### config.mk
export PLATFORM = sky130hd
export DESIGN_NAME = dwb_ctrl_end_flat
export DESIGN_NICKNAME = d
export VERILOG_FILES = /design/src/logic/dwb_pkg.sv /design/src/logic/dwb_link_if.sv /design/src/logic/dwb_ctrl_end.sv /design/src/flat_wrapper.sv
export SDC_FILE = /design/constraint.sdc
export NUM_CORES = 1
export LEC_CHECK = 0
export BUFFER_PORTS_ARGS = -buffer_cell sky130_fd_sc_hd__buf_2
export CAP_MARGIN = 20
export CORE_ASPECT_RATIO = 1.5
export CORE_UTILIZATION = 45
export DETAILED_ROUTE_END_ITERATION = 10
export HOLD_SLACK_MARGIN = 0.06
export SLEW_MARGIN = 20
export SYNTH_ARGS = -nofsm -noshare
export SYNTH_HDL_FRONTEND = slang
export SYNTH_SLANG_ARGS = --single-unit
### constraint.sdc
create_clock -name mclk -period 7.1 [get_ports mclk]
set_clock_uncertainty 0.05 [all_clocks]
set_input_delay 1.065 -clock mclk [delete_from_list [all_inputs] [get_ports mclk]]
set_output_delay 1.065 -clock mclk [all_outputs]
set_load 0.1 [all_outputs]
### src/logic/dwb_pkg.sv
package dwb_pkg;
  localparam int DW = 16;
  localparam int AW = 18;
  localparam int MEM_AW = 7;

  typedef enum logic [2:0] {DWB_NOP, DWB_MRS, DWB_WR, DWB_RD, DWB_PRE} dwb_cmd_t;

  // mode_register_zero layout, carried on the link address lines by a mode-set command
  localparam int BL_LSB = 0;
  localparam int PRE2_BIT = 2;
  localparam int CLAT_LSB = 3;
  localparam int ADDL_LSB = 8;
  localparam int WR_LSB = 13;
  localparam int FW = 5;
  localparam logic [1:0] BL_FIX8 = 2'h0;
  localparam logic [1:0] BL_PCMD = 2'h1;
  localparam logic [1:0] BL_FIX4 = 2'h2;
  localparam logic [FW-1:0] CLAT_MIN = 5'h09;
  localparam logic [FW-1:0] CLAT_RST = 5'h09;
  localparam logic [FW-1:0] ADDL_RST = 5'h00;
  localparam logic [FW-1:0] WR_RST = 5'h0c;
  localparam logic [AW-1:0] MODE_RST = {WR_RST, ADDL_RST, CLAT_RST, 1'b0, BL_FIX8};

  // link address bits of a column command
  localparam int AP_BIT = 10;
  localparam int CHOP_BIT = 12;

  localparam logic [3:0] BEATS8 = 4'h8;
  localparam logic [3:0] BEATS4 = 4'h4;
  localparam logic [7:0] CCD_1T = 8'h05;
  localparam logic [7:0] CCD_2T = 8'h06;
  localparam int WTR_S_DEF = 2;
  localparam int WTR_L_DEF = 6;
  localparam int LDIV_DEF = 8;
  localparam int FIFO_DEPTH = 2;

  // controller registers on the AHB-Lite slave
  localparam logic [7:0] A_MODE = 8'h00;
  localparam logic [7:0] A_CMD = 8'h04;
  localparam logic [7:0] A_WDATA = 8'h08;
  localparam logic [7:0] A_STAT = 8'h0c;
  localparam int OP_LSB = 0;
  localparam int BG_LSB = 3;
  localparam int BA_LSB = 5;
  localparam int COL_LSB = 7;
  localparam int CSEL_BIT = 10;
  localparam int APC_BIT = 11;
  localparam int CMDW = 12;

  function automatic logic is_chop(input logic [1:0] bl, input logic sel);
    return (bl == BL_FIX4) || ((bl == BL_PCMD) && !sel);
  endfunction
endpackage

### src/logic/dwb_link_if.sv
`timescale 1ns/100ps
interface dwb_link_if;
  import dwb_pkg::*;
  logic lclk;
  dwb_cmd_t cmd;
  logic [1:0] bg;
  logic [1:0] ba;
  logic [AW-1:0] addr;
  logic [DW-1:0] dq;
  logic dq_en;
  modport ctrl (output lclk, output cmd, output bg, output ba, output addr, output dq,
    output dq_en);
  modport mem (input lclk, input cmd, input bg, input ba, input addr, input dq, input dq_en);
endinterface

### src/logic/dwb_ctrl_end.sv
`timescale 1ns/100ps
module dwb_ctrl_end #(
  parameter int LDIV = dwb_pkg::LDIV_DEF,
  parameter int WTR_S = dwb_pkg::WTR_S_DEF,
  parameter int WTR_L = dwb_pkg::WTR_L_DEF,
  parameter int FD = dwb_pkg::FIFO_DEPTH
) (
  input logic mclk,
  input logic sys_rst,
  input logic ce,
  input logic hsel,
  input logic [31:0] haddr,
  input logic [1:0] htrans,
  input logic hwrite,
  input logic [2:0] hsize,
  input logic [31:0] hwdata,
  input logic hready,
  output logic hreadyout,
  output logic [31:0] hrdata,
  output logic hresp,
  dwb_link_if.ctrl lnk
);
  import dwb_pkg::*;
  localparam int HALF = LDIV / 2;
  localparam int PW = (FD > 1) ? $clog2(FD) : 1;
  typedef enum logic [2:0] {C_IDLE, C_FILL, C_WAIT, C_LAT, C_DATA} dwb_cst_t;

  logic dph_reg;
  logic dph_wr_reg;
  logic [7:0] dph_addr_reg;
  logic wd_wait_reg;
  logic hready_reg;
  logic [31:0] hrdata_reg;
  logic [31:0] rd_val;
  logic [AW-1:0] mode_reg;
  logic [CMDW-1:0] cmd_reg;
  logic mrs_pend_reg;
  logic cmd_pend_reg;
  logic err_lat_reg;
  logic err_busy_reg;
  logic [DW-1:0] fifo_mem [0:FD-1];
  logic [PW-1:0] wp_reg;
  logic [PW-1:0] rp_reg;
  logic [PW:0] fcnt_reg;
  logic [7:0] div_reg;
  logic lclk_reg;
  dwb_cst_t st_reg;
  dwb_cmd_t cmd_o_reg;
  logic [1:0] bg_o_reg;
  logic [1:0] ba_o_reg;
  logic [AW-1:0] addr_o_reg;
  logic [DW-1:0] dq_o_reg;
  logic dqen_o_reg;
  logic [DW-1:0] burst_arr [0:7];
  logic [3:0] fill_reg;
  logic [3:0] beats_reg;
  logic [3:0] beat_reg;
  logic [5:0] lat_reg;
  logic [5:0] lead_reg;
  logic [7:0] gap_reg;
  logic [7:0] end_reg;
  logic [1:0] last_bg_reg;
  logic [1:0] last_ba_reg;
  logic wr_seen_reg;
  logic go_ok;
  logic [AW-1:0] cmd_addr;

  wire aph = hsel && htrans[1] && hready;
  wire reg_wr = dph_reg && dph_wr_reg && hready;
  wire fifo_full = fcnt_reg == (PW + 1)'(FD);
  wire push = wd_wait_reg && !fifo_full;
  wire pop = st_reg == C_FILL && fcnt_reg != '0;
  wire ltick = div_reg == 8'(HALF - 1);
  wire dwb_cmd_t op = dwb_cmd_t'(cmd_reg[OP_LSB +: 3]);
  wire [1:0] c_bg = cmd_reg[BG_LSB +: 2];
  wire [1:0] c_ba = cmd_reg[BA_LSB +: 2];
  wire pre2 = mode_reg[PRE2_BIT];
  wire mrs_take = ltick && st_reg == C_IDLE && mrs_pend_reg;
  wire issue = ltick && st_reg == C_WAIT && go_ok;
  wire burst_end = ltick && st_reg == C_DATA && beat_reg == beats_reg;

  function automatic logic [7:0] ccd_min(input logic two_clk);
    return two_clk ? CCD_2T : CCD_1T;
  endfunction

  // AHB-Lite slave: WDATA always takes one wait state, longer while the buffer is full
  always_ff @(posedge mclk or posedge sys_rst) begin
    if (sys_rst) begin
      dph_reg <= 1'b0;
      dph_wr_reg <= 1'b0;
      dph_addr_reg <= '0;
      wd_wait_reg <= 1'b0;
      hready_reg <= 1'b1;
      hrdata_reg <= '0;
    end else if (ce) begin
      if (hready) begin
        dph_reg <= aph;
        dph_wr_reg <= aph && hwrite;
        dph_addr_reg <= haddr[7:0];
      end
      if (aph && hwrite && haddr[7:0] == A_WDATA) begin
        wd_wait_reg <= 1'b1;
        hready_reg <= 1'b0;
      end else if (push) begin
        wd_wait_reg <= 1'b0;
        hready_reg <= 1'b1;
      end
      if (aph && !hwrite) hrdata_reg <= rd_val;
    end
  end

  always_comb begin
    rd_val = '0;
    case (haddr[7:0])
      A_MODE: rd_val[AW-1:0] = mode_reg;
      A_CMD: rd_val[CMDW-1:0] = cmd_reg;
      A_STAT: rd_val = {24'h0, 1'(fcnt_reg == '0), 1'(fifo_full), err_busy_reg, err_lat_reg,
                        cmd_pend_reg, mrs_pend_reg, 1'(st_reg != C_IDLE), 1'(wr_seen_reg)};
      default: rd_val = '0;
    endcase
  end

  always_ff @(posedge mclk or posedge sys_rst) begin
    if (sys_rst) begin
      mode_reg <= MODE_RST;
      cmd_reg <= '0;
      mrs_pend_reg <= 1'b0;
      cmd_pend_reg <= 1'b0;
      err_lat_reg <= 1'b0;
      err_busy_reg <= 1'b0;
    end else if (ce) begin
      if (mrs_take) mrs_pend_reg <= 1'b0;
      if (issue) cmd_pend_reg <= 1'b0;
      if (reg_wr) begin
        case (dph_addr_reg)
          A_MODE: begin
            // a too-low latency with the long preamble is refused, mode left as it was
            if (hwdata[PRE2_BIT] && hwdata[CLAT_LSB +: FW] <= CLAT_MIN) begin
              err_lat_reg <= 1'b1;
            end else begin
              mode_reg <= hwdata[AW-1:0];
              mrs_pend_reg <= 1'b1;
            end
          end
          A_CMD: begin
            if (cmd_pend_reg && !issue) begin
              err_busy_reg <= 1'b1;
            end else begin
              cmd_reg <= hwdata[CMDW-1:0];
              cmd_pend_reg <= 1'b1;
            end
          end
          A_STAT: begin
            if (hwdata[4]) err_lat_reg <= 1'b0;
            if (hwdata[5]) err_busy_reg <= 1'b0;
          end
          default: ;
        endcase
      end
    end
  end

  always_ff @(posedge mclk) begin
    if (ce && push) fifo_mem[wp_reg] <= hwdata[DW-1:0];
    if (ce && pop) burst_arr[fill_reg[2:0]] <= fifo_mem[rp_reg];
  end

  always_ff @(posedge mclk or posedge sys_rst) begin
    if (sys_rst) begin
      wp_reg <= '0;
      rp_reg <= '0;
      fcnt_reg <= '0;
    end else if (ce) begin
      if (push) wp_reg <= (wp_reg == PW'(FD - 1)) ? '0 : wp_reg + 1'b1;
      if (pop) rp_reg <= (rp_reg == PW'(FD - 1)) ? '0 : rp_reg + 1'b1;
      fcnt_reg <= fcnt_reg + (PW + 1)'(push) - (PW + 1)'(pop);
    end
  end

  // link clock made here; outputs move on its falling half so the far end sees them settled
  always_ff @(posedge mclk or posedge sys_rst) begin
    if (sys_rst) begin
      div_reg <= '0;
      lclk_reg <= 1'b0;
    end else if (ce) begin
      div_reg <= (div_reg == 8'(LDIV - 1)) ? 8'h00 : div_reg + 8'h01;
      if (div_reg == 8'(LDIV - 1)) lclk_reg <= 1'b1;
      else if (ltick) lclk_reg <= 1'b0;
    end
  end

  always_comb begin
    go_ok = 1'b1;
    if (op == DWB_WR || op == DWB_RD) begin
      go_ok = gap_reg >= ccd_min(pre2);
    end
    if (op == DWB_RD && wr_seen_reg) begin
      go_ok = go_ok && (end_reg >= ((c_bg == last_bg_reg) ? 8'(WTR_L) : 8'(WTR_S)));
    end
    if (op == DWB_PRE && wr_seen_reg && c_bg == last_bg_reg && c_ba == last_ba_reg) begin
      go_ok = end_reg >= {3'h0, mode_reg[WR_LSB +: FW]};
    end
  end

  always_comb begin
    cmd_addr = '0;
    cmd_addr[2:0] = cmd_reg[COL_LSB +: 3];
    cmd_addr[CHOP_BIT] = cmd_reg[CSEL_BIT];
    cmd_addr[AP_BIT] = cmd_reg[APC_BIT];
  end

  always_ff @(posedge mclk or posedge sys_rst) begin
    if (sys_rst) begin
      gap_reg <= 8'hff;
      end_reg <= 8'hff;
      last_bg_reg <= '0;
      last_ba_reg <= '0;
      wr_seen_reg <= 1'b0;
    end else if (ce && ltick) begin
      if (issue && (op == DWB_WR || op == DWB_RD)) gap_reg <= 8'h00;
      else if (gap_reg != 8'hff) gap_reg <= gap_reg + 8'h01;
      if (burst_end) end_reg <= 8'h00;
      else if (end_reg != 8'hff) end_reg <= end_reg + 8'h01;
      if (issue && op == DWB_WR) begin
        last_bg_reg <= c_bg;
        last_ba_reg <= c_ba;
        wr_seen_reg <= 1'b1;
      end
    end
  end

  always_ff @(posedge mclk or posedge sys_rst) begin
    if (sys_rst) begin
      st_reg <= C_IDLE;
      cmd_o_reg <= DWB_NOP;
      bg_o_reg <= '0;
      ba_o_reg <= '0;
      addr_o_reg <= '0;
      dq_o_reg <= '0;
      dqen_o_reg <= 1'b0;
      fill_reg <= '0;
      beats_reg <= BEATS8;
      beat_reg <= '0;
      lat_reg <= '0;
      lead_reg <= '0;
    end else if (ce) begin
      if (ltick) cmd_o_reg <= DWB_NOP;
      unique case (st_reg)
        C_IDLE: begin
          if (mrs_take) begin
            cmd_o_reg <= DWB_MRS;
            addr_o_reg <= mode_reg;
          end else if (cmd_pend_reg && !mrs_pend_reg) begin
            fill_reg <= '0;
            beats_reg <= is_chop(mode_reg[BL_LSB +: 2], cmd_reg[CSEL_BIT]) ? BEATS4
                         : BEATS8;
            st_reg <= (op == DWB_WR) ? C_FILL : C_WAIT;
          end
        end
        C_FILL: begin
          if (pop) begin
            fill_reg <= fill_reg + 4'h1;
            if (fill_reg == beats_reg - 4'h1) st_reg <= C_WAIT;
          end
        end
        C_WAIT: begin
          if (issue) begin
            cmd_o_reg <= op;
            bg_o_reg <= c_bg;
            ba_o_reg <= c_ba;
            addr_o_reg <= cmd_addr;
            lat_reg <= {1'b0, mode_reg[ADDL_LSB +: FW]} + {1'b0, mode_reg[CLAT_LSB +: FW]};
            lead_reg <= pre2 ? 6'h03 : 6'h02;
            st_reg <= (op == DWB_WR) ? C_LAT : C_IDLE;
          end
        end
        C_LAT: begin
          if (ltick) begin
            if (lat_reg == lead_reg) dqen_o_reg <= 1'b1;
            if (lat_reg == 6'h01) begin
              dq_o_reg <= burst_arr[0];
              beat_reg <= 4'h1;
              st_reg <= C_DATA;
            end else begin
              lat_reg <= lat_reg - 6'h01;
            end
          end
        end
        C_DATA: begin
          if (burst_end) begin
            dq_o_reg <= '0;
            dqen_o_reg <= 1'b0;
            st_reg <= C_IDLE;
          end else if (ltick) begin
            dq_o_reg <= burst_arr[beat_reg[2:0]];
            beat_reg <= beat_reg + 4'h1;
          end
        end
      endcase
    end
  end

  assign hreadyout = hready_reg;
  assign hrdata = hrdata_reg;
  assign hresp = 1'b0;
  assign lnk.lclk = lclk_reg;
  assign lnk.cmd = cmd_o_reg;
  assign lnk.bg = bg_o_reg;
  assign lnk.ba = ba_o_reg;
  assign lnk.addr = addr_o_reg;
  assign lnk.dq = dq_o_reg;
  assign lnk.dq_en = dqen_o_reg;
endmodule

### src/flat_wrapper.sv
// flat-port wrapper written by rule: the top's interface ports become plain ports
module dwb_ctrl_end_flat import dwb_pkg::*;
#(
  parameter int LDIV = dwb_pkg::LDIV_DEF,
  parameter int WTR_S = dwb_pkg::WTR_S_DEF,
  parameter int WTR_L = dwb_pkg::WTR_L_DEF,
  parameter int FD = dwb_pkg::FIFO_DEPTH
)
  (mclk, sys_rst, ce, hsel, haddr, htrans, hwrite, hsize, hwdata, hready, hreadyout, hrdata, hresp, lnk_lclk, lnk_cmd, lnk_bg, lnk_ba, lnk_addr, lnk_dq, lnk_dq_en);
  dwb_link_if lnk_i ();
  input logic mclk;
  input logic sys_rst;
  input logic ce;
  input logic hsel;
  input logic [31:0] haddr;
  input logic [1:0] htrans;
  input logic hwrite;
  input logic [2:0] hsize;
  input logic [31:0] hwdata;
  input logic hready;
  output logic hreadyout;
  output logic [31:0] hrdata;
  output logic hresp;
  output wire logic [$bits(lnk_i.lclk)-1:0] lnk_lclk;
  output wire logic [$bits(lnk_i.cmd)-1:0] lnk_cmd;
  output wire logic [$bits(lnk_i.bg)-1:0] lnk_bg;
  output wire logic [$bits(lnk_i.ba)-1:0] lnk_ba;
  output wire logic [$bits(lnk_i.addr)-1:0] lnk_addr;
  output wire logic [$bits(lnk_i.dq)-1:0] lnk_dq;
  output wire logic [$bits(lnk_i.dq_en)-1:0] lnk_dq_en;
  assign lnk_lclk = lnk_i.lclk;
  assign lnk_cmd = lnk_i.cmd;
  assign lnk_bg = lnk_i.bg;
  assign lnk_ba = lnk_i.ba;
  assign lnk_addr = lnk_i.addr;
  assign lnk_dq = lnk_i.dq;
  assign lnk_dq_en = lnk_i.dq_en;
  dwb_ctrl_end #(.LDIV(LDIV), .WTR_S(WTR_S), .WTR_L(WTR_L), .FD(FD)) u_core (.mclk(mclk), .sys_rst(sys_rst), .ce(ce), .hsel(hsel), .haddr(haddr), .htrans(htrans), .hwrite(hwrite), .hsize(hsize), .hwdata(hwdata), .hready(hready), .hreadyout(hreadyout), .hrdata(hrdata), .hresp(hresp), .lnk(lnk_i));
endmodule
==> summary.txt, run 1 <==
Hold path
  • Hold Crit Start: u_core.lnk.bg[0]
  • Hold Path Sink: u_core.lnk.bg[0]
  • Hold path cells: 2
  • Hold Crit Class: reg2reg

STA
  • Final Cycle Share: 0.4715
  • Final Max Tran Viols: 0
  • Final Hold Fails: 0
  • TNS Setup: 0 ns
  • Relative max-transition margin: 0.2690
  • Worst-Margin Slew: 1.094 ns
  • Min Hold Slack: 0.4161 ns
  • Min Tclk post-route: 3.348 ns
  • RSZ-0062 raised after global routing: no
  • Setup violations, final: 0
  • Fmax: 298.7 MHz

CTS
  • Post-CTS Hold Fix Bufs: 0
  • TritonCTS Buffers: 31
  • CTS max path bufs: 3
  • Post-CTS setup buffers: 0
  • CTS tree: yes
  • Worst skew pair latency: 0.58 ns
  • PostCTS Resize Cnt: 0
  • Clock Sinks: 321
  • Worst-path clk slew: 0.06 ns
  • Root buf cell: clkbuf_16
  • CTS H-Tree Depth: 1

Floorplan
  • DIE AREA: 32260 sq um
  • Initial core utilization: 0.4571
  • Core area: 31040 sq um
  • Num rows: 79
  • I/O pin cnt: 152
  • Die Width: 147.0 um
  • Die height: 219.5 um

Place
  • Routability cong.: 0.8016
  • Hpwl dp: 21570 um
  • I/O Buffers: 94
  • Placed cells: 1492

Layout
  • Most common cell after layout, fill and taps aside: edfxtp_1
  • Most frequent cells in the layout: edfxtp_1, dfrtp_1, buf_2
  • Fin cells: 1550
  • Final core occ: 0.5185
  • Max reg flops: 128
  • Final net count: 1220
  • Filler cells: 2645
  • Layout cell share with drive strength beyond 1: 0.2803
  • Inserted Diodes: 0
  • Area Growth Syn to Fin: 13.43%

Run
  • MaxCap Viol Count: 0

Detailed routing
  • Final WL: 31930 um
  • Routed Antenna Nets: 0
  • Vias: 8500
  • DRC viols: 0
  • Iter 0 DRT Violations: 493
  • TritonRoute pass-1 iters: 5
  • Wire per inst: 20.60 um
  • DR vias/cell: 5.484

Logic synthesis
  • Synth top area cells: edfxtp_1, dfrtp_1, mux2_2, mux4_2, dfstp_2
  • Yosys warning count: 0
  • Share of flip-flops with an asynchronous set or reset: 0.5016
  • Netlist cell types: 76
  • Post-synth EDFFs: 160
  • Top cell type's share of synthesized area: 0.3387
  • Syn_area_per_cell: 13.81 sq um
  • Register bit total from synthesis: 321
  • Mapped Cells: 1027
  • Sequential element share of the synthesized area: 0.6246
  • Post-Syn Area: 14190 sq um
  • Cell taking the most area after synthesis: edfxtp_1
  • Main synth FF type: edfxtp_1

Critical path
  • CP Max Fanout: 29
  • Crit path DAT: 3.81 ns
  • Startpoint types: input pin
  • Critical path class: in2reg
  • Flop-to-flop setup slack: 3.82 ns
  • Crit path required time: 7.56 ns
  • R2R Path End: u_core.st_reg[1]
  • Reg2Reg Depth: 9
  • FF-to-FF Start: u_core.beat_reg[0]
  • CP Capture Type: flip-flop

Power and ir drop
  • Maximum vdd drop: 0.2166 mV
  • Pwr/cell area: 301.9 nW/um^2
  • Leak: 6.466 nW

Global routing
  • Total global-route track usage: 0.2026
  • Gr ovfl total: 0
  • Vias in the first global route: 8665
  • First-pass GRT wire length: 49540 um
  • Initial antenna violation count: 0
  • Pin count of the biggest net entering global routing: 101

Outcome
  • Status: complete, no violations
cells by family after synthesis:
group,count (synthesis),synth area share
multiplexers,129,0.1293
buffers and inverters,88,0.02910
AND/OR/NAND/NOR,262,0.09295
AO/OA/AOI/OAI,169,0.08149
other,1,0.0002643
flip-flops,321,0.6246
adder cells (fa/ha/maj),25,0.02258
XOR/XNOR,32,0.01975
final cells by class:
cell class                 instances  area [sq um]  share of cell area
multi-input combinational        632          4992              0.3102
timing repair buffer             107         568.0             0.03530
inverter                          27         106.4            0.006609
clock inverter                    26         277.8             0.01726
clock buffer                      32         779.5             0.04844
tap                              405         506.7             0.03149
sequential                       321          8862              0.5507
layer usage:
metal,wire [um],up-vias,track usage
met4,1143,0,0.08144
met2,16950,182,0.3739
met1,12810,4284,0.2386
met3,1022,54,0.02443
met5,0,-,0
li1,-,3980,-
synthesized netlist by cell type (3+ instances only):
library cell and n:
a21o_1 4, nand3_1 18, mux2_4 10, a22oi_1 18, nor4_1 6, nand2_1 89, nor2b_1 3, ha_1 24
xor2_1 10, a22o_1 24, o21ai_0 48, nor4b_1 4, buf_1 4, nand2b_1 14, or4_1 3, or3_1 5
edfxtp_1 160, dfstp_2 22, inv_1 27, and2_1 6, dfrtp_1 139, buf_2 12, buf_4 16, nand4_1 9
mux4_2 32, mux2i_1 13, xnor2_1 22, or2_2 4, nor3_1 14, o31ai_1 10, mux2_2 71, clkbuf_1 28
mux2_1 3, a21oi_1 38, and3_1 6, o21a_1 4, nand3b_1 3, nor2_1 59
critical path: stages:
cell and delay (ns):
buf_2 0.08, buf_4 0.31, nand2_1 0.37, or3_1 0.76
or3_1 0.58, nor2_1 0.42, a22o_1 0.20
power breakdown:
part	switching, mW	internal [mW]
Sequential	0.143	2.12
Clock	0.715	0.983
Combinational	0.606	0.296
Total	1.46	3.40
worst max path at each step:
stage | from | endpoint | slack (ns) | cells after the start
2_1_floorplan | sys_rst | u_core.beat_reg[0] | 1.67 | 1
3_3_place_gp | ce | u_core.hrdata[12] | 3.22 | 7
3_5_place_dp | ce | u_core.hrdata[14] | 3.16 | 7
4_1_cts | u_core.beat_reg[0] | u_core.st_reg[1] | 3.72 | 9
5_1_grt | ce | u_core.hrdata[13] | 3.53 | 7
6_report | ce | u_core.hrdata[14] | 3.75 | 7
through the flow:
stage,setup slack (ns),power (mW),instance area (sq um)
CTS,3.723,4.915,16090
floorplan,1.673,2.987,14240
detailed placement,3.157,3.201,15040
finish,3.752,4.859,16090
global placement,3.218,3.185,15040
global route,3.534,5.069,16090
(Power assumes the default switching activity.)
==> inputs of run 2 (changes only) <==
--- a/config.mk
+++ b/config.mk
@@ -11,6 +11,7 @@
 export CORE_UTILIZATION = 45
 export DETAILED_ROUTE_END_ITERATION = 10
 export HOLD_SLACK_MARGIN = 0.06
+export PLACE_DENSITY = 0.66
 export SLEW_MARGIN = 20
 export SYNTH_ARGS = -nofsm -noshare
 export SYNTH_HDL_FRONTEND = slang
==> constraint.sdc (replaced) <==
create_clock -name mclk -period 2.8 [get_ports mclk]
set_clock_uncertainty 0.05 [all_clocks]
set_input_delay 0.42 -clock mclk [delete_from_list [all_inputs] [get_ports mclk]]
set_output_delay 0.42 -clock mclk [all_outputs]
set_load 0.1 [all_outputs]
==> run 2 against run 1 <==
Compared with the run above: die area stayed put; clock power is 150% higher; sequential share of layout area is 1.8 points lower; final area is 3.4% higher; count of clock-buffer cells in the layout is 9 higher; sequential cell count stayed put; non-clock buffer count is 54 higher; critical path depth is 4 higher; first-iteration DRC count is 14% lower; critical path type is now reg2reg; largest power group unchanged.
==> summary.txt, run 2 (synthesized netlist as in run 1, its figures left out) <==
STA
  • Relative max-transition margin: 0.5118
  • Final Hold Fails: 0
  • Fmax: 365.3 MHz
  • Final worst slack: 0.06225 ns
  • Final Cycle Share: 0.9778
  • Min Tclk post-route: 2.738 ns
  • TNS Setup: 0 ns
  • RSZ-0062 raised after global routing: no
  • Worst-Margin Slew: 0.7324 ns
  • Setup violations, final: 0
  • Final Max Tran Viols: 0

Place
  • Dpl ws: -0.01041 ns
  • Hpwl dp: 22660 um
  • Placed cells: 1526
  • I/O Buffers: 94
  • Routability cong.: 0.8301

Detailed routing
  • Iter 0 DRT Violations: 423
  • Wire per inst: 20.28 um
  • TritonRoute pass-1 iters: 5
  • DR vias/cell: 5.492
  • Routed Antenna Nets: 0
  • Final WL: 32510 um
  • Vias: 8803
  • DRC viols: 0

Critical path
  • Most common cell on crit path: buf_4
  • FF-to-FF Start: u_core.end_reg[0]
  • Bufs and invs on worst path: 4
  • Startpoint types: flip-flop
  • CP Capture Type: flip-flop
  • Crit path largest cell delay: 0.53 ns
  • Critical-path cell list: inv_1 > ha_1 > nand2b_1 > a2111o_1 > a311o_2 > buf_4 > nand3_1 > buf_4 > buf_4 > o21ai_0 > o22ai_1
  • Crit path DAT: 3.18 ns
  • Critical Path Start: u_core.end_reg[0]
  • Crit path required time: 3.24 ns
  • Max stage delay cell, worst path: dfstp_2
  • Worst path top cell family by delay: compound AO/OA/AOI/OAI gates
  • Critical path class: reg2reg
  • CP Max Fanout: 7

Global routing
  • Vias in the first global route: 8951
  • Gr ovfl total: 0
  • Initial antenna violation count: 0
  • Total global-route track usage: 0.2060
  • First-pass GRT wire length: 50520 um
  • Pin count of the biggest net entering global routing: 54

Power and ir drop
  • Maximum vdd drop: 0.5066 mV
  • Leak: 6.761 nW
  • Pwr/cell area: 743.9 nW/um^2
  • Overall power: 12.38 mW

Hold path
  • Hold Crit Class: in2reg
  • Hold Crit Start: hwdata[6]

Floorplan
  • Die Width: 147.0 um
  • Num rows: 79
  • Die height: 219.5 um
  • I/O pin cnt: 152
  • Initial core utilization: 0.4571
  • DIE AREA: 32260 sq um
  • Core area: 31040 sq um

CTS
  • TritonCTS Buffers: 30
  • CTS max path bufs: 3
  • CTS tree: yes
  • CTS H-Tree Depth: 1
  • Worst-path clk slew: 0.07 ns
  • Root buf cell: clkbuf_16
  • Worst skew pair latency: 0.57 ns
  • Clock Sinks: 321

Layout
  • Max reg flops: 128
  • Most common cell after layout, fill and taps aside: edfxtp_1
  • Most frequent cells in the layout: edfxtp_1, dfrtp_1, buf_2
  • Fin cells: 1603
  • Inserted Diodes: 0
  • Area Growth Syn to Fin: 17.30%
  • Layout cell share with drive strength beyond 1: 0.2947
  • Final net count: 1274

Run
  • MaxCap Viol Count: 0

Outcome
  • Status: complete, no violations
[run 2: final timing paths]
path / end / slack [ns] / cells after the start
min reg2reg: u_core.lnk.bg[0] / 0.41 / 2
min: u_core.fifo_mem[0][6] / 0.09 / 1
max in group asynchronous: u_core.mode_reg[16] / 1.53 / 4
max: u_core.lat_reg[0] / 0.06 / 11
max reg2reg: u_core.lat_reg[0] / 0.06 / 11
min in group asynchronous: u_core.div_reg[0] / 0.43 / 3
[run 2: through the flow]
stage               utilization  instance area, sq um  hold WS, ns
global placement         0.4963                 15400       0.3985
CTS                      0.5360                 16630      0.06491
global route             0.5362                 16640      0.06512
finish                   0.5362                 16640      0.09392
detailed placement       0.4963                 15400       0.4034
floorplan                     -                 14250       0.3914
[run 2: final cells by class]
class,count,area (sq um)
flip-flops and latches,321,8862
fillers,2600,14400
clock buffers,41,840.8
repair buffers,161,1146
well taps,405,506.7
inverters,27,105.1
clock inverters,15,187.7
multi-input cells,633,4994
[run 2: timing repair]
item	in CTS	in global routing
cloned	1	0
setup endpoints to repair	2	12
hold buffers	19	0
resized for setup	1	0
pin swaps	1	1
setup buffers	0	1
hold endpoints to repair	46	0
[run 2: routing by layer]
metal,global-route usage,part of all wire,vias to the layer above
met5,0,0,-
met4,0.1024,0.043,0
met3,0.01905,0.034,64
met2,0.3833,0.54,209
met1,0.2358,0.39,4446
li1,-,-,4084
[run 2: report_power, final]
group,internal [mW],total [mW],switching [mW],leakage [nW]
registers,5.36,5.72,0.352,3.55
logic,0.899,2.47,1.57,2.71
clock network,2.40,4.19,1.79,0.496
total,8.67,12.4,3.71,6.76
==> inputs of run 3 (changes only) <==
--- a/config.mk
+++ b/config.mk
@@ -7,11 +7,11 @@
 export LEC_CHECK = 0
 export BUFFER_PORTS_ARGS = -buffer_cell sky130_fd_sc_hd__buf_2
 export CAP_MARGIN = 20
-export CORE_ASPECT_RATIO = 1.5
 export CORE_UTILIZATION = 45
 export DETAILED_ROUTE_END_ITERATION = 10
 export HOLD_SLACK_MARGIN = 0.06
 export PLACE_DENSITY = 0.66
+export SKIP_CTS_REPAIR_TIMING = 1
 export SLEW_MARGIN = 20
 export SYNTH_ARGS = -nofsm -noshare
 export SYNTH_HDL_FRONTEND = slang
==> run 3 against run 2 <==
Compared with the run above: the run now ends with design-rule violations left; fmax grew 1.8%; clock power grew 11%; sequential cell count is the same; sequential power is essentially flat; register-to-register slack gained 0.05 ns; non-clock buffer count shrank 21.
==> summary.txt, run 3 (synthesized netlist as in run 1, its figures left out) <==
Outcome
  • Status: finished with violations
  • Violated checks: design-rule violations

STA
  • Worst-Margin Slew: 0.6938 ns
  • Setup violations, final: 0
  • Final Max Tran Viols: 0
  • Min Tclk post-route: 2.689 ns
  • RSZ-0062 raised after global routing: no
  • Fmax: 371.8 MHz
  • TNS Setup: 0 ns
  • Final Cycle Share: 0.9605
  • Final Hold Fails: 0
  • Relative max-transition margin: 0.5375

Power and ir drop
  • Switch share: 0.2958
  • Leak: 6.721 nW
  • Clock power frac: 0.365
  • Sequential power share: 0.447
  • Maximum vdd drop: 0.4135 mV
  • Net Switching: 3.786 mW
  • Combinational power share: 0.188
  • Overall power: 12.80 mW
  • Internal cell power: 9.013 mW
  • Pwr/cell area: 775.4 nW/um^2

Detailed routing
  • DRC viols: 5
  • Final WL: 31380 um
  • DR vias/cell: 5.515
  • Iter 0 DRT Violations: 576
  • Routed Antenna Nets: 0
  • Wire per inst: 19.83 um
  • TritonRoute pass-1 iters: 10
  • Vias: 8724

Critical path
  • Critical path class: reg2reg
  • Crit path required time: 3.15 ns
  • Max stage delay cell, worst path: dfstp_2
  • Worst path top cell family by delay: compound AO/OA/AOI/OAI gates
  • Bufs and invs on worst path: 1
  • CP Capture Type: flip-flop
  • Critical-path cell list: inv_1 > ha_1 > nand2b_1 > a2111o_1 > a311o_2 > and3_4 > nand2_2 > mux2_2
  • CP Max Fanout: 5
  • Crit path depth: 8
  • Startpoint types: flip-flop
  • Crit path DAT: 3.04 ns
  • Crit path largest cell delay: 0.53 ns
  • Reg2Reg Depth: 8

Layout
  • Inserted Diodes: 0
  • Layout cell share with drive strength beyond 1: 0.2985
  • Final core occ: 0.5354
  • Most frequent cells in the layout: edfxtp_1, dfrtp_1, buf_2
  • Final net count: 1259
  • Final instance area: 16510 sq um
  • Sequential cell area: 8862 sq um
  • Max reg flops: 128
  • Filler cells: 2539
  • Area Growth Syn to Fin: 16.35%
  • Most common cell after layout, fill and taps aside: edfxtp_1
  • Multi-input logic area: 5010 sq um

Floorplan
  • I/O pin cnt: 152
  • DIE AREA: 32240 sq um
  • Initial core utilization: 0.4602
  • Core area: 30830 sq um
  • Num rows: 64
  • Die height: 179.6 um
  • Die Width: 179.6 um

CTS
  • Clock Sinks: 321
  • CTS max path bufs: 3
  • TritonCTS Buffers: 36
  • Worst-path clk slew: 0.06 ns
  • CTS tree: yes
  • CTS H-Tree Depth: 2
  • Root buf cell: clkbuf_16
  • Worst skew pair latency: 0.52 ns

Global routing
  • Vias in the first global route: 8771
  • Total global-route track usage: 0.1971
  • Initial antenna violation count: 0
  • Pin count of the biggest net entering global routing: 101
  • Gr ovfl total: 0
  • First-pass GRT wire length: 49360 um

Hold path
  • Hold path cells: 1
  • Hold Crit Class: in2reg

Place
  • Cell Area, Placed: 15280 sq um
  • Hpwl dp: 20810 um
  • I/O Buffers: 94
  • Routability cong.: 0.8426

Run
  • MaxCap Viol Count: 0
==> run 3: changes by cell type in the layout (fill, tap and decap cells not counted), sizes merged <==
cell and delta:
clkinv +4, inv +1, buf -4, clkinvlp -1, clkbuf +4, dlygate4sd3 -17, bufinv +1
==> run 3: layer usage <==
| layer | global-route usage | share of wire | vias to the layer above |
|---|---|---|---|
| met1 | 0.2630 | 0.44 | 4386 |
| met5 | 0 | 0 | - |
| met3 | 0.03262 | 0.047 | 46 |
| met2 | 0.3295 | 0.49 | 236 |
| met4 | 0.06483 | 0.025 | 0 |
| li1 | - | - | 4056 |
==> run 3: final timing paths <==
path	startpoint	endpoint	slack, ns
worst max-delay path	u_core.end_reg[0]	u_core.last_ba_reg[0]	0.11
min in group asynchronous	sys_rst	u_core.lnk.bg[1]	0.30
worst max register to register	u_core.end_reg[0]	u_core.last_ba_reg[0]	0.11
worst min register to register	u_core.wd_wait_reg	u_core.wd_wait_reg	0.43
max in group asynchronous	sys_rst	u_core.mrs_pend_reg	1.61
worst min-delay path	hwdata[12]	u_core.fifo_mem[1][12]	0.08
==> run 3: power by group through the flow <==
stage | clock network (mW) | logic (mW) | registers, mW
6_report | 4.67 | 2.41 | 5.73
4_1_cts | 4.78 | 2.41 | 5.72
3_3_place_gp | 0 | 2.35 | 5.80
2_1_floorplan | 0 | 1.54 | 6.03
5_1_grt | 4.96 | 2.62 | 5.78
3_5_place_dp | 0 | 2.40 | 5.81
==> run 3: worst register-to-register path: stages, from the launching register on <==
cell and delay (ns):
dfstp_2 0.53, inv_1 0.06, ha_1 0.28, nand2b_1 0.14, a2111o_1 0.41, a311o_2 0.42
and3_4 0.22, nand2_2 0.13, mux2_2 0.35
==> run 3: final cells by class <==
cell class | count | area share
Clock buffer | 45 | 0.05723
Clock inverter | 20 | 0.01402
Inverter | 27 | 0.006367
Multi-Input combinational cell | 633 | 0.3035
Sequential cell | 321 | 0.5369
Tap cell | 396 | 0.03002
Timing Repair Buffer | 140 | 0.05200
==> run 3: metrics by stage <==
step	hold WS, ns	cells	setup slack [ns]
6_report	0.08000	1582	0.1105
5_1_grt	0.06677	1582	0.009008
4_1_cts	-0.2703	1579	0.004772
3_5_place_dp	0.2788	1514	0.02121
3_3_place_gp	0.2790	1514	0.05239
2_1_floorplan	0.3914	1041	0.06784
